$ cat src/core/csr_pkg.sv
// Constants and state type for the core status and option register bank
package csr_pkg;

  // Status register bit positions
  localparam int unsigned ST_C        = 0;
  localparam int unsigned ST_NIB_C    = 1;
  localparam int unsigned ST_Z        = 2;
  localparam int unsigned ST_PWRDN    = 3;
  localparam int unsigned ST_TIMEOUT  = 4;
  localparam int unsigned ST_BANK_LO  = 5;
  localparam int unsigned ST_BANK_HI  = 6;
  localparam int unsigned ST_IND_BANK = 7;

  // Option register bit positions
  localparam int unsigned OPT_RATE_LSB = 0;
  localparam int unsigned OPT_RATE_MSB = 2;
  localparam int unsigned OPT_OWNER    = 3;
  localparam int unsigned OPT_T0_EDGE  = 4;
  localparam int unsigned OPT_T0_SRC   = 5;
  localparam int unsigned OPT_EDGE     = 6;
  localparam int unsigned OPT_PUDIS    = 7;

  // Register indices (data-space file addresses)
  localparam logic [7:0] IDX_STATUS_B0 = 8'h03;
  localparam logic [7:0] IDX_STATUS_B1 = 8'h83;
  localparam logic [7:0] IDX_OPTION    = 8'h81;

  // APB byte addresses, four times the index
  localparam logic [11:0] ADDR_STATUS_B0 = {2'b00, IDX_STATUS_B0, 2'b00};
  localparam logic [11:0] ADDR_STATUS_B1 = {2'b00, IDX_STATUS_B1, 2'b00};
  localparam logic [11:0] ADDR_OPTION    = {2'b00, IDX_OPTION, 2'b00};

  // Values after reset
  localparam logic [7:0] STATUS_RST = 8'h18;
  localparam logic [7:0] OPTION_RST = 8'hff;

  // Status bits that a plain write may change
  localparam logic [7:0] STATUS_WR_MASK = 8'he7;

  // Arithmetic flag bits of the status register
  localparam logic [7:0] STATUS_FLAG_MASK = 8'h07;

  // Base of data bank one
  localparam logic [7:0] BANK1_BASE = 8'h80;

  // Complete state of the register bank
  typedef struct packed {
    logic [7:0]  status;
    logic [7:0]  option;
    logic [31:0] prdata;
    logic [7:0]  core_rd;
  } csr_state_t;

endpackage

$ cat src/core/csr_apb_dec.sv
// APB address decode and handshake for the register bank
`timescale 1ns/1ps
`default_nettype none
module csr_apb_dec
  import csr_pkg::*;
(
  input  wire logic [11:0] paddr,
  input  wire logic        psel,
  input  wire logic        penable,
  input  wire logic        pwrite,
  input  wire logic        core_wr_busy,
  output logic             hit_status,
  output logic             hit_option,
  output logic             setup_phase,
  output logic             wr_fire,
  output logic             pready,
  output logic             pslverr
);

  // Address decode
  always_comb begin
    hit_status = 1'b0;
    hit_option = 1'b0;
    if (paddr == ADDR_STATUS_B0 || paddr == ADDR_STATUS_B1) begin
      hit_status = 1'b1;
    end else if (paddr == ADDR_OPTION) begin
      hit_option = 1'b1;
    end
  end

  // Handshake, writes wait while the core writes
  assign setup_phase = psel & ~penable;
  assign pready      = ~(pwrite & core_wr_busy);
  assign pslverr     = psel & penable & pready & ~(hit_status | hit_option);
  assign wr_fire     = psel & penable & pready & pwrite;

endmodule // csr_apb_dec
`default_nettype wire

$ cat src/core/csr_presc_dec.sv
// Prescaler ratio decode from the option register
`timescale 1ns/1ps
`default_nettype none
module csr_presc_dec
  import csr_pkg::*;
(
  input  wire logic [7:0] option,
  output logic [3:0]      timer0_div_log2,
  output logic [3:0]      watchdog_div_log2
);

  logic [3:0] rate;

  // Rate field widened for arithmetic
  assign rate = {1'b0, option[OPT_RATE_MSB:OPT_RATE_LSB]};

  // Owner gets the ratio, the other path runs 1:1
  always_comb begin
    if (option[OPT_OWNER]) begin
      timer0_div_log2   = 4'h0;
      watchdog_div_log2 = rate;
    end else begin
      timer0_div_log2   = 4'(rate + 4'h1);
      watchdog_div_log2 = 4'h0;
    end
  end

endmodule // csr_presc_dec
`default_nettype wire

$ cat src/core/csr_core_regs.sv
// Core status and option registers with APB access and core-side ports
//
// How it works
// - Instructions may write the status register like any other register.
// - Flag-updating instructions set zero, digit carry, carry from results, not data.
// - Timeout and power-down flags ignore every write.
// - Clearing status gives upper three zero, flags kept, zero flag one.
// - Subtraction stores carry and digit carry as inverted borrow.
// - Status answers at file address 03h and 83h.
// - Reset loads bank bit zero, timeout and power-down one.
// - Option bit 7 high disables all port B pull-ups.
// - Option bit 6 picks rising or falling external interrupt edge.
// - Option bit 5 picks external pin or instruction clock for timer0.
// - Option bit 4 picks falling or rising external timer0 edge.
// - Option bit 3 gives the prescaler to watchdog or timer0.
// - Rate n divides timer0 by 2^(n+1), watchdog by 2^n.
// - Sleep clears power-down flag and sets timeout flag.
//
// Implementation choice: register access over APB.
`timescale 1ns/1ps
`default_nettype none
module csr_core_regs
  import csr_pkg::*;
(
  input  wire logic        pclk,
  input  wire logic        presetn,
  // APB slave
  input  wire logic [11:0] paddr,
  input  wire logic        psel,
  input  wire logic        penable,
  input  wire logic        pwrite,
  input  wire logic [31:0] pwdata,
  output logic [31:0]      prdata,
  output logic             pready,
  output logic             pslverr,
  // Core data-space access
  input  wire logic [6:0]  core_file_addr,
  input  wire logic        core_wr_en,
  input  wire logic [7:0]  core_wr_data,
  output logic [7:0]       core_rd_data,
  output logic [7:0]       data_addr_full,
  // ALU outcome and flag update strobes
  input  wire logic [2:0]  core_flag_upd,
  input  wire logic [7:0]  alu_result,
  input  wire logic        alu_carry,
  input  wire logic        alu_digit_carry,
  input  wire logic        alu_is_sub,
  // Special instructions and watchdog events
  input  wire logic        core_sleep,
  input  wire logic        watchdog_clear_instr,
  input  wire logic        watchdog_timeout,
  // Status view
  output logic [7:0]       status_out,
  output logic             bank_select_low,
  output logic             timeout_flag,
  output logic             powerdown_flag,
  // Configuration outputs
  output logic             port_b_pullup_disable,
  output logic             ext_irq_edge_sel,
  output logic             timer0_source_sel,
  output logic             timer0_edge_sel,
  output logic             prescaler_owner,
  output logic [2:0]       prescale_rate_sel,
  output logic [3:0]       timer0_div_log2,
  output logic [3:0]       watchdog_div_log2
);

  // Flag update strobe positions
  localparam int unsigned UPD_C = 0;
  localparam int unsigned UPD_NIB = 1;
  localparam int unsigned UPD_Z = 2;

  csr_state_t s_r;
  csr_state_t s_nxt;

  logic       apb_hit_status;
  logic       apb_hit_option;
  logic       apb_setup;
  logic       apb_wr_fire;
  logic [7:0] core_addr;
  logic       core_hit_status;
  logic       core_hit_option;
  logic       core_wr_status;
  logic       core_wr_option;
  logic       flag_c;
  logic       flag_nib;
  logic       flag_z;

  // Zero test of an ALU result
  function automatic logic is_zero(input logic [7:0] v);
    return (v == 8'h00);
  endfunction

  // Apply a write through a writable-bit mask
  function automatic logic [7:0] masked_write(
    input logic [7:0] old_v,
    input logic [7:0] new_v,
    input logic [7:0] mask
  );
    return (old_v & ~mask) | (new_v & mask);
  endfunction

  // Carry as stored, inverted borrow on subtraction
  function automatic logic carry_view(
    input logic raw,
    input logic is_sub
  );
    return is_sub ? ~raw : raw;
  endfunction

  // APB decode and handshake
  csr_apb_dec u_apb_dec (
    .paddr        (paddr),
    .psel         (psel),
    .penable      (penable),
    .pwrite       (pwrite),
    .core_wr_busy (core_wr_en),
    .hit_status   (apb_hit_status),
    .hit_option   (apb_hit_option),
    .setup_phase  (apb_setup),
    .wr_fire      (apb_wr_fire),
    .pready       (pready),
    .pslverr      (pslverr)
  );

  // Prescaler ratio decode
  csr_presc_dec u_presc_dec (
    .option            (s_r.option),
    .timer0_div_log2   (timer0_div_log2),
    .watchdog_div_log2 (watchdog_div_log2)
  );

  // Full data address from bank bit and file address
  assign core_addr = {s_r.status[ST_BANK_LO], core_file_addr};

  // Status seen in either bank
  assign core_hit_status = (core_file_addr == IDX_STATUS_B0[6:0]);
  assign core_hit_option = (core_addr == IDX_OPTION);
  assign core_wr_status  = core_wr_en & core_hit_status;
  assign core_wr_option  = core_wr_en & core_hit_option;

  // Flag values from the ALU outcome
  assign flag_z   = is_zero(alu_result);
  assign flag_c   = carry_view(alu_carry, alu_is_sub);
  assign flag_nib = carry_view(alu_digit_carry, alu_is_sub);

  // Next state of the register bank
  always_comb begin
    s_nxt = s_r;

    // Plain writes, core first, APB waits on a clash
    if (core_wr_status && (core_flag_upd != 3'b000)) begin
      // Flag-updating instruction, written flag bits dropped
      s_nxt.status = masked_write(s_r.status, core_wr_data, STATUS_WR_MASK & ~STATUS_FLAG_MASK);
    end else if (core_wr_status) begin
      s_nxt.status = masked_write(s_r.status, core_wr_data, STATUS_WR_MASK);
    end else if (apb_wr_fire && apb_hit_status) begin
      s_nxt.status = masked_write(s_r.status, pwdata[7:0], STATUS_WR_MASK);
    end

    // Option register fully writable
    if (core_wr_option) begin
      s_nxt.option = core_wr_data;
    end else if (apb_wr_fire && apb_hit_option) begin
      s_nxt.option = pwdata[7:0];
    end

    // Arithmetic flags override any written value
    if (core_flag_upd[UPD_Z]) begin
      s_nxt.status[ST_Z] = flag_z;
    end
    if (core_flag_upd[UPD_NIB]) begin
      s_nxt.status[ST_NIB_C] = flag_nib;
    end
    if (core_flag_upd[UPD_C]) begin
      s_nxt.status[ST_C] = flag_c;
    end

    // Watchdog clear restores both reset flags
    if (watchdog_clear_instr) begin
      s_nxt.status[ST_TIMEOUT] = 1'b1;
      s_nxt.status[ST_PWRDN]   = 1'b1;
    end

    // Sleep entry
    if (core_sleep) begin
      s_nxt.status[ST_PWRDN]   = 1'b0;
      s_nxt.status[ST_TIMEOUT] = 1'b1;
    end

    // Timeout event wins over a same-cycle set
    if (watchdog_timeout) begin
      s_nxt.status[ST_TIMEOUT] = 1'b0;
    end

    // APB read data captured in the setup cycle
    if (apb_setup) begin
      if (apb_hit_status) begin
        s_nxt.prdata = {24'h00_0000, s_r.status};
      end else if (apb_hit_option) begin
        s_nxt.prdata = {24'h00_0000, s_r.option};
      end else begin
        s_nxt.prdata = 32'h0000_0000;
      end
    end

    // Core read data, one cycle after the address
    if (core_hit_status) begin
      s_nxt.core_rd = s_r.status;
    end else if (core_hit_option) begin
      s_nxt.core_rd = s_r.option;
    end else begin
      s_nxt.core_rd = 8'h00;
    end
  end

  // State register
  always_ff @(posedge pclk or negedge presetn) begin
    if (!presetn) begin
      s_r.status  <= STATUS_RST;
      s_r.option  <= OPTION_RST;
      s_r.prdata  <= 32'h0000_0000;
      s_r.core_rd <= 8'h00;
    end else begin
      s_r <= s_nxt;
    end
  end

  // Bus and core read outputs
  assign prdata         = s_r.prdata;
  assign core_rd_data   = s_r.core_rd;
  assign data_addr_full = core_addr;

  // Status view
  assign status_out      = s_r.status;
  assign bank_select_low = s_r.status[ST_BANK_LO];
  assign timeout_flag    = s_r.status[ST_TIMEOUT];
  assign powerdown_flag  = s_r.status[ST_PWRDN];

  // Configuration fields of the option register
  assign port_b_pullup_disable = s_r.option[OPT_PUDIS];
  assign ext_irq_edge_sel      = s_r.option[OPT_EDGE];
  assign timer0_source_sel     = s_r.option[OPT_T0_SRC];
  assign timer0_edge_sel       = s_r.option[OPT_T0_EDGE];
  assign prescaler_owner       = s_r.option[OPT_OWNER];
  assign prescale_rate_sel     = s_r.option[OPT_RATE_MSB:OPT_RATE_LSB];

endmodule // csr_core_regs
`default_nettype wire

$ cat config.mk
export PLATFORM = sky130hd
export DESIGN_NAME = csr_core_regs
export DESIGN_NICKNAME = d
export VERILOG_FILES = /design/src/core/csr_pkg.sv /design/src/core/csr_apb_dec.sv /design/src/core/csr_presc_dec.sv /design/src/core/csr_core_regs.sv
export SDC_FILE = /design/constraint.sdc
export NUM_CORES = 1
export LEC_CHECK = 0
export BUFFER_PORTS_ARGS = -buffer_cell sky130_fd_sc_hd__clkbuf_2
export CORE_AREA = 4 4 114 72
export CTS_CLUSTER_DIAMETER = 100
export CTS_CLUSTER_SIZE = 10
export DETAILED_ROUTE_END_ITERATION = 10
export DIE_AREA = 0 0 118 76
export HOLD_SLACK_MARGIN = 0.03
export SYNTH_ARGS = -nofsm -noshare
export SYNTH_HDL_FRONTEND = slang
export SYNTH_SLANG_ARGS = --single-unit
$ cat constraint.sdc
create_clock -name pclk -period 1.5 [get_ports pclk]
set_input_delay 0.15 -clock pclk [delete_from_list [all_inputs] [get_ports pclk]]
set_output_delay 0.15 -clock pclk [all_outputs]
set_load 0.02 [all_outputs]
==> key figures, run 1 <==
Outcome
  – Outcome: finished clean

Cells and area
  – Most common cell after layout, fill and taps aside: clkbuf_2
  – Area Overhead vs Synth: 36.2%
  – Final Util: 40.0%
  – Multi-input logic area: ~1000 um^2
  – Non-Filler Instances: 445
  – Antenna Cells: 0
  – Seq. cell area: just over 800 um^2
  – Fillers: 764
  – Commonest cells after routing, fill and taps aside: clkbuf_2, nor2_1, nand2_1, conb_1, dfrtp_1
  – Layout cells sized above 1: 42.4%
  – Layout Nets: between 400 and 500

Setup path
  – Critical path capture point type: output pin
  – CP delay by family, top: flip-flops
  – Crit path DAT: around 1.3 ns
  – R2R cell count: 6
  – Crit start category: register
  – Worst-path cell chain: ha_1 -> nor2b_2 -> buf_6
  – Reg2Reg Setup Slack: 0.36 ns
  – Critical path's largest stage delay: about 0.53 ns
  – Req. time, crit path: roughly 1.4 ns
  – WP buf/inv: 1
  – Critical path fanouts, max: 2
  – CP Depth: 3
  – Crit-path slowest cell: dfstp_2
  – Kind of critical path: reg2out

Yosys
  – Syn avg cell area: 8.79 um^2
  – Top_reg_cell synth: dfrtp_1
  – Sequential cell area fraction in the yosys report: 38.7%
  – Post-Syn Area: 2100 um^2
  – Asr flop ratio synth: 100%
  – Gate Count Post-Synth: 239
  – #FFs+latches synth: 32
  – Synth cell types: 42
  – EDFF count, synth: 0
  – Yosys warns: 0

STA
  – Max Clk Rate: 684 MHz
  – Final setup viols: 0
  – Final setup skew: 0.00319 ns
  – Fin. Hold Viols: 0
  – Worst Max-Slew Pin Slew: approximately 0.6 ns
  – Max-slew violation count: 0
  – Slew HR: roughly 60%
  – Final period util: a little under 100%
  – Final WS setup: 0.0386 ns
  – Tmin final: about 1.5 ns
  – RSZ-0062 raised after global routing: yes

Pwr
  – Overall Power: 0.00240 W
  – Leak pwr: 1.44 nW
  – Power Dens Cells: about 840 nW/um^2
  – Peak VDD IR: around 0.37 mV

Route
  – Final wirelength: 6770 um
  – Drt via density: about 4.7
  – Number of detailed-route iterations in the first pass: 4
  – Met1 Wirelength: just over 3000 um
  – DR top layer: met4
  – ANT nets after route: 0
  – Met2 Wirelength: roughly 2900 um
  – Met3 WL: 735 um
  – Post-DR wirelength/cell: 15.2 um
  – DRC Markers: 0
  – 1st-iter DRT viols: roughly 190
  – Routed via count: 2,112

CTS
  – H-tree levels: 2
  – Clock buffer count from CTS: 5
  – Clk sinks: 32
  – CTS tree: done
  – Clk_lat worst skew: between 0.2 and 0.3 ns
  – Clock root buffer: clkbuf_16
  – Clock slew at reported path FFs: 0.05 ns
  – Clock buffer depth: 2

Placement
  – HPWL after detailed placement: between 5000 and 6000 um
  – Dpl cells: 431
  – Port Buffers: about 110
  – Gpl congestion: 0.818
  – Place WS: -0.0561 ns

Min path
  – HP Class: in2reg
  – Hold path cells: 3

GRT
  – Global-route wire length before repair: 10,600 um
  – Largest net degree at the start of global routing: 33
  – Initial antenna violation count: 0
  – All-Layer GR Usage: between 10% and 20%
  – Vias in the first global route: 1,990
  – Final global-route overflow total: 0

Floorplanning
  – Die W: approximately 120 um
  – Die area: 8970 um^2
  – Top Ports: about 160
  – Core Rows: 24
  – Die height: about 76 um
  – Starting density of the core: between 20 and 30%
  – Core area: between 7000 and 8000 um^2

Flow run
  – Max Cap Violations: 0
-- logic make-up after synthesis --
group / count (synthesis) / synth area share, %
other cells: 1 / 0.179
compound gates: 51 / 16.4
xor+xnor: 3 / 1.25
fa+ha+maj: 1 / 0.595
buf+inv: 50 / 16.1
simple gates: 98 / 25.3
mux: 3 / 1.43
flops: 32 / 38.7
-- routing by layer --
metal,vias to the layer above,GRT usage [%]
met2,110,22.0
li1,1016,-
met1,978,20.7
met3,8,4.67
met4,0,3.98
met5,-,0
-- where the power goes --
part | switching, W | total (W) | internal [W]
sequential | 0.0000478 | 0.000949 | 0.000901
combinational | 0.000285 | 0.000443 | 0.000158
clock | 0.000348 | 0.00101 | 0.000661
-- cell usage after synthesis (all sizes together) (2+ instances only) --
cell type	n	area share [%]
buf	43	15
nor2	33	5.9
nand2	25	4.5
dfrtp	22	26
o21ai	16	3.8
a31oi	13	3.9
dfstp	10	13
nand3	9	2.1
a22oi	8	2.9
a21oi	7	1.7
nand4	5	1.5
clkbuf	4	0.71
nor4b	4	2.7
and2	3	0.89
and4	3	1.3
inv	3	0.54
mux2i	3	1.4
nor2b	3	0.89
nor3	3	0.71
o41ai	3	2.1
xnor2	3	1.3
and4b	2	0.95
nand4b	2	0.83
nor4	2	1.3
-- worst min-delay path: stages --
cell	delay, ns
clkbuf_2	0.08
nor2_1	0.09
a31oi_1	0.05
-- flip-flops by register name (all words and copies together) (netlist names) --
signal / flops
prescale_rate_sel: 3
timer0_source_sel: 1
ext_irq_edge_sel: 1
status_out: 8
prescaler_owner: 1
core_rd_data: 8
port_b_pullup_disable: 1
timer0_edge_sel: 1
prdata: 8
-- metrics by stage --
step                      hold WS, ns  TNS (ns)  area, um^2
after floorplan                -0.146         0        2190
final                           0.102         0        2860
after global placement          0.192         0        2650
after global routing            0.111  -0.00830        2860
after detailed placement        0.196   -0.0876        2650
after CTS                      0.0949         0        2830
-- layout make-up --
cell class              instances  area share, %
repair buffers                130           25.7
clock buffers                   8           5.12
inverters                       3          0.394
well taps                      91           3.98
multi-input cells             181           36.4
flip-flops and latches         32           28.4
-- timing repair --
item | 4_1_cts | 5_1_grt
setup buffers | 1 | 2
setup endpoints to repair | 2 | 2
hold buffers | 3 | 0
resized for setup | 1 | 6
hold endpoints to repair | 24 | 0
-- path summary, 6_finish.rpt --
path	from	to
setup / recovery	prescale_rate_sel[0]	timer0_div_log2[1]
hold / removal	core_wr_data[4]	timer0_edge_sel
setup reg to reg	prescale_rate_sel[0]	core_rd_data[0]
hold reg to reg	prdata[1]	prdata[1]
max in group asynchronous	presetn	prescale_rate_sel[0]
min in group asynchronous	presetn	core_rd_data[3]
(Power assumes the default switching activity.)
==> run 2: changes to the inputs <==
--- a/config.mk
+++ b/config.mk
@@ -12,6 +12,7 @@
 export DETAILED_ROUTE_END_ITERATION = 10
 export DIE_AREA = 0 0 118 76
 export HOLD_SLACK_MARGIN = 0.03
+export SETUP_SLACK_MARGIN = 0.4
 export SYNTH_ARGS = -nofsm -noshare
 export SYNTH_HDL_FRONTEND = slang
 export SYNTH_SLANG_ARGS = --single-unit
==> run 2 against run 1 <==
Total power is 4.7% higher; combinational power grew 38%; setup slack better by 0.012 ns; clock skew up 0.00087 ns; critical endpoint unchanged; largest power group is now sequential cells; highest routed layer unchanged.
==> key figures, run 2 (synthesis results as in run 1) <==
Setup path
  – CP delay by family, top: flip-flops
  – Req. time, crit path: 1.35 ns
  – Crit path DAT: 1.30 ns
  – WP buf/inv: 1
  – RR Startpoint: prescale_rate_sel[1]
  – Critical path capture point type: output pin
  – Worst setup path startpoint: prescale_rate_sel[0]
  – Crit start category: register
  – Worst-path cell chain: ha_4 -> nor2b_4 -> buf_8
  – Critical path fanouts, max: 4
  – Kind of critical path: reg2out
  – Crit-path slowest cell: dfstp_2
  – Critical path's largest stage delay: about 0.58 ns

Floorplanning
  – Core Rows: 24
  – Starting density of the core: ~29%
  – Die height: 76 um
  – Core area: roughly 7100 um^2
  – Top Ports: 159
  – Die area: 8970 um^2
  – Die W: 118 um

Cells and area
  – Layout cells sized above 1: 58.9%
  – Final Util: 50.4%
  – Layout Nets: roughly 460
  – Design area: ~3600 um^2
  – Antenna Cells: 0
  – Fillers: about 650
  – Multi-input logic area: roughly 1300 um^2
  – Commonest cells after routing, fill and taps aside: clkbuf_2, nor2_1, buf_4, conb_1, buf_6
  – Seq. cell area: approximately 820 um^2
  – Area Overhead vs Synth: 71.5%
  – Most common cell after layout, fill and taps aside: clkbuf_2

GRT
  – All-Layer GR Usage: 16.0%
  – Final global-route overflow total: 0
  – Initial antenna violation count: 0
  – Vias in the first global route: roughly 2,200
  – Global-route wire length before repair: around 12,000 um
  – Largest net degree at the start of global routing: 33

Route
  – Drt via density: around 4.7
  – 1st-iter DRT viols: between 80 and 90
  – ANT nets after route: 0
  – Number of detailed-route iterations in the first pass: 4
  – Post-DR wirelength/cell: approximately 16 um
  – Routed via count: around 2,200
  – DRC Markers: 0
  – Final wirelength: 7470 um

Outcome
  – Outcome: finished clean

Pwr
  – P_int: between 0.0015 and 0.002 W
  – Leak pwr: about 1.7 nW
  – Power Dens Cells: 697 nW/um^2
  – Comb power frac: between 20% and 30%
  – Reg power frac: 37.9%
  – Sw Pwr: just over 0.0007 W
  – Overall Power: ~0.0025 W
  – Peak VDD IR: about 0.43 mV
  – Switching share of total power: between 20 and 30%
  – Clk pwr share: a little under two fifths

CTS
  – Clk_lat worst skew: about 0.27 ns
  – Clock slew at reported path FFs: approximately 0.050 ns
  – CTS tree: done
  – Clock buffer count from CTS: 5
  – Clk sinks: 32
  – Clock buffer depth: 2
  – Clock root buffer: clkbuf_16
  – H-tree levels: 2

STA
  – Slew HR: 61.9%
  – Final setup viols: 0
  – Tmin final: 1.45 ns
  – Worst Max-Slew Pin Slew: 0.572 ns
  – Max Clk Rate: between 600 and 700 MHz
  – Final period util: about 97%
  – RSZ-0062 raised after global routing: yes
  – Final setup skew: just over 0.004 ns
  – Max-slew violation count: 0
  – Fin. Hold Viols: 0

Min path
  – Worst hold start: pwdata[7]
  – HP Class: in2reg

Placement
  – Gpl congestion: approximately 0.8
  – Dpl cell area: between 2000 and 3000 um^2
  – HPWL after detailed placement: 5510 um
  – Port Buffers: 109

Flow run
  – Max Cap Violations: 0
[run 2: changes by cell type in the layout (fill, tap and decap cells not counted), sizes merged]
| cell | delta |
|---|---|
| clkbuf | -24 |
| buf | +49 |
| clkinv | +1 |
[run 2: worst paths after layout]
| path | slack [ns] | to | depth (start not counted) |
|---|---|---|---|
| min in group asynchronous | 0.44 | core_rd_data[4] | 3 |
| min reg2reg | 0.49 | prdata[2] | 2 |
| min | 0.1 | port_b_pullup_disable | 3 |
| max | 0.05 | timer0_div_log2[1] | 3 |
| max in group asynchronous | 0.73 | prescale_rate_sel[0] | 3 |
| max reg2reg | 0.21 | prescale_rate_sel[1] | 6 |
[run 2: cell type report]
cell class / count / share of cell area [%]
multi-input cells: 181 / 35.5
repair buffers: 156 / 34.6
flip-flops and latches: 32 / 22.7
clock buffers: 7 / 3.68
well taps: 91 / 3.16
inverters: 3 / 0.312
clock inverters: 1 / 0.139
[run 2: timing repair]
item | in CTS | in global routing
setup endpoints to repair | 36 | 54
hold buffers | 3 | 0
resized for setup | 44 | 99
pin swaps | 7 | 35
setup buffers | 20 | 7
hold endpoints to repair | 24 | 0
gates cloned | 0 | 1
[run 2: worst reg2reg max path, delay by kind of cell, from the launching register on]
family	cells	cell delay (ns)
DFF	1	0.56
buffers and inverters	4	0.44
AOI/OAI and AO/OA	2	0.21
[run 2: power groups by stage]
stage / clock [W] / sequential (W) / combinational [W]
2_1_floorplan: 0 / 0.000977 / 0.000275
3_3_place_gp: 0 / 0.000960 / 0.000439
3_5_place_dp: 0 / 0.000961 / 0.000444
4_1_cts: 0.000970 / 0.000942 / 0.000528
5_1_grt: 0.00101 / 0.000953 / 0.000655
6_report: 0.000951 / 0.000952 / 0.000610
[run 2: layer usage]
| metal | wire [um] | up-vias | GRT usage, % | share of wire, % |
|---|---|---|---|---|
| li1 | - | 1082 | - | - |
| met1 | 3380 | 1035 | 22.2 | 45 |
| met2 | 3290 | 112 | 24.5 | 44 |
| met3 | 751 | 7 | 5.49 | 10 |
| met4 | 45 | 0 | 2.46 | 0.60 |
| met5 | 0 | - | 0 | 0 |
[run 2: per-stage QoR]
| stage | hold WS, ns | setup TNS [ns] | worst slack [ns] | std cells |
|---|---|---|---|---|
| final | 0.0954 | 0 | 0.0510 | 471 |
| after detailed placement | 0.192 | -0.0309 | -0.0158 | 432 |
| after floorplan | -0.146 | 0 | 0.198 | 263 |
| after CTS | 0.0902 | 0 | 0.0372 | 463 |
| after global placement | 0.192 | 0 | 0.0250 | 432 |
| after global routing | 0.0976 | 0 | 0.0234 | 471 |
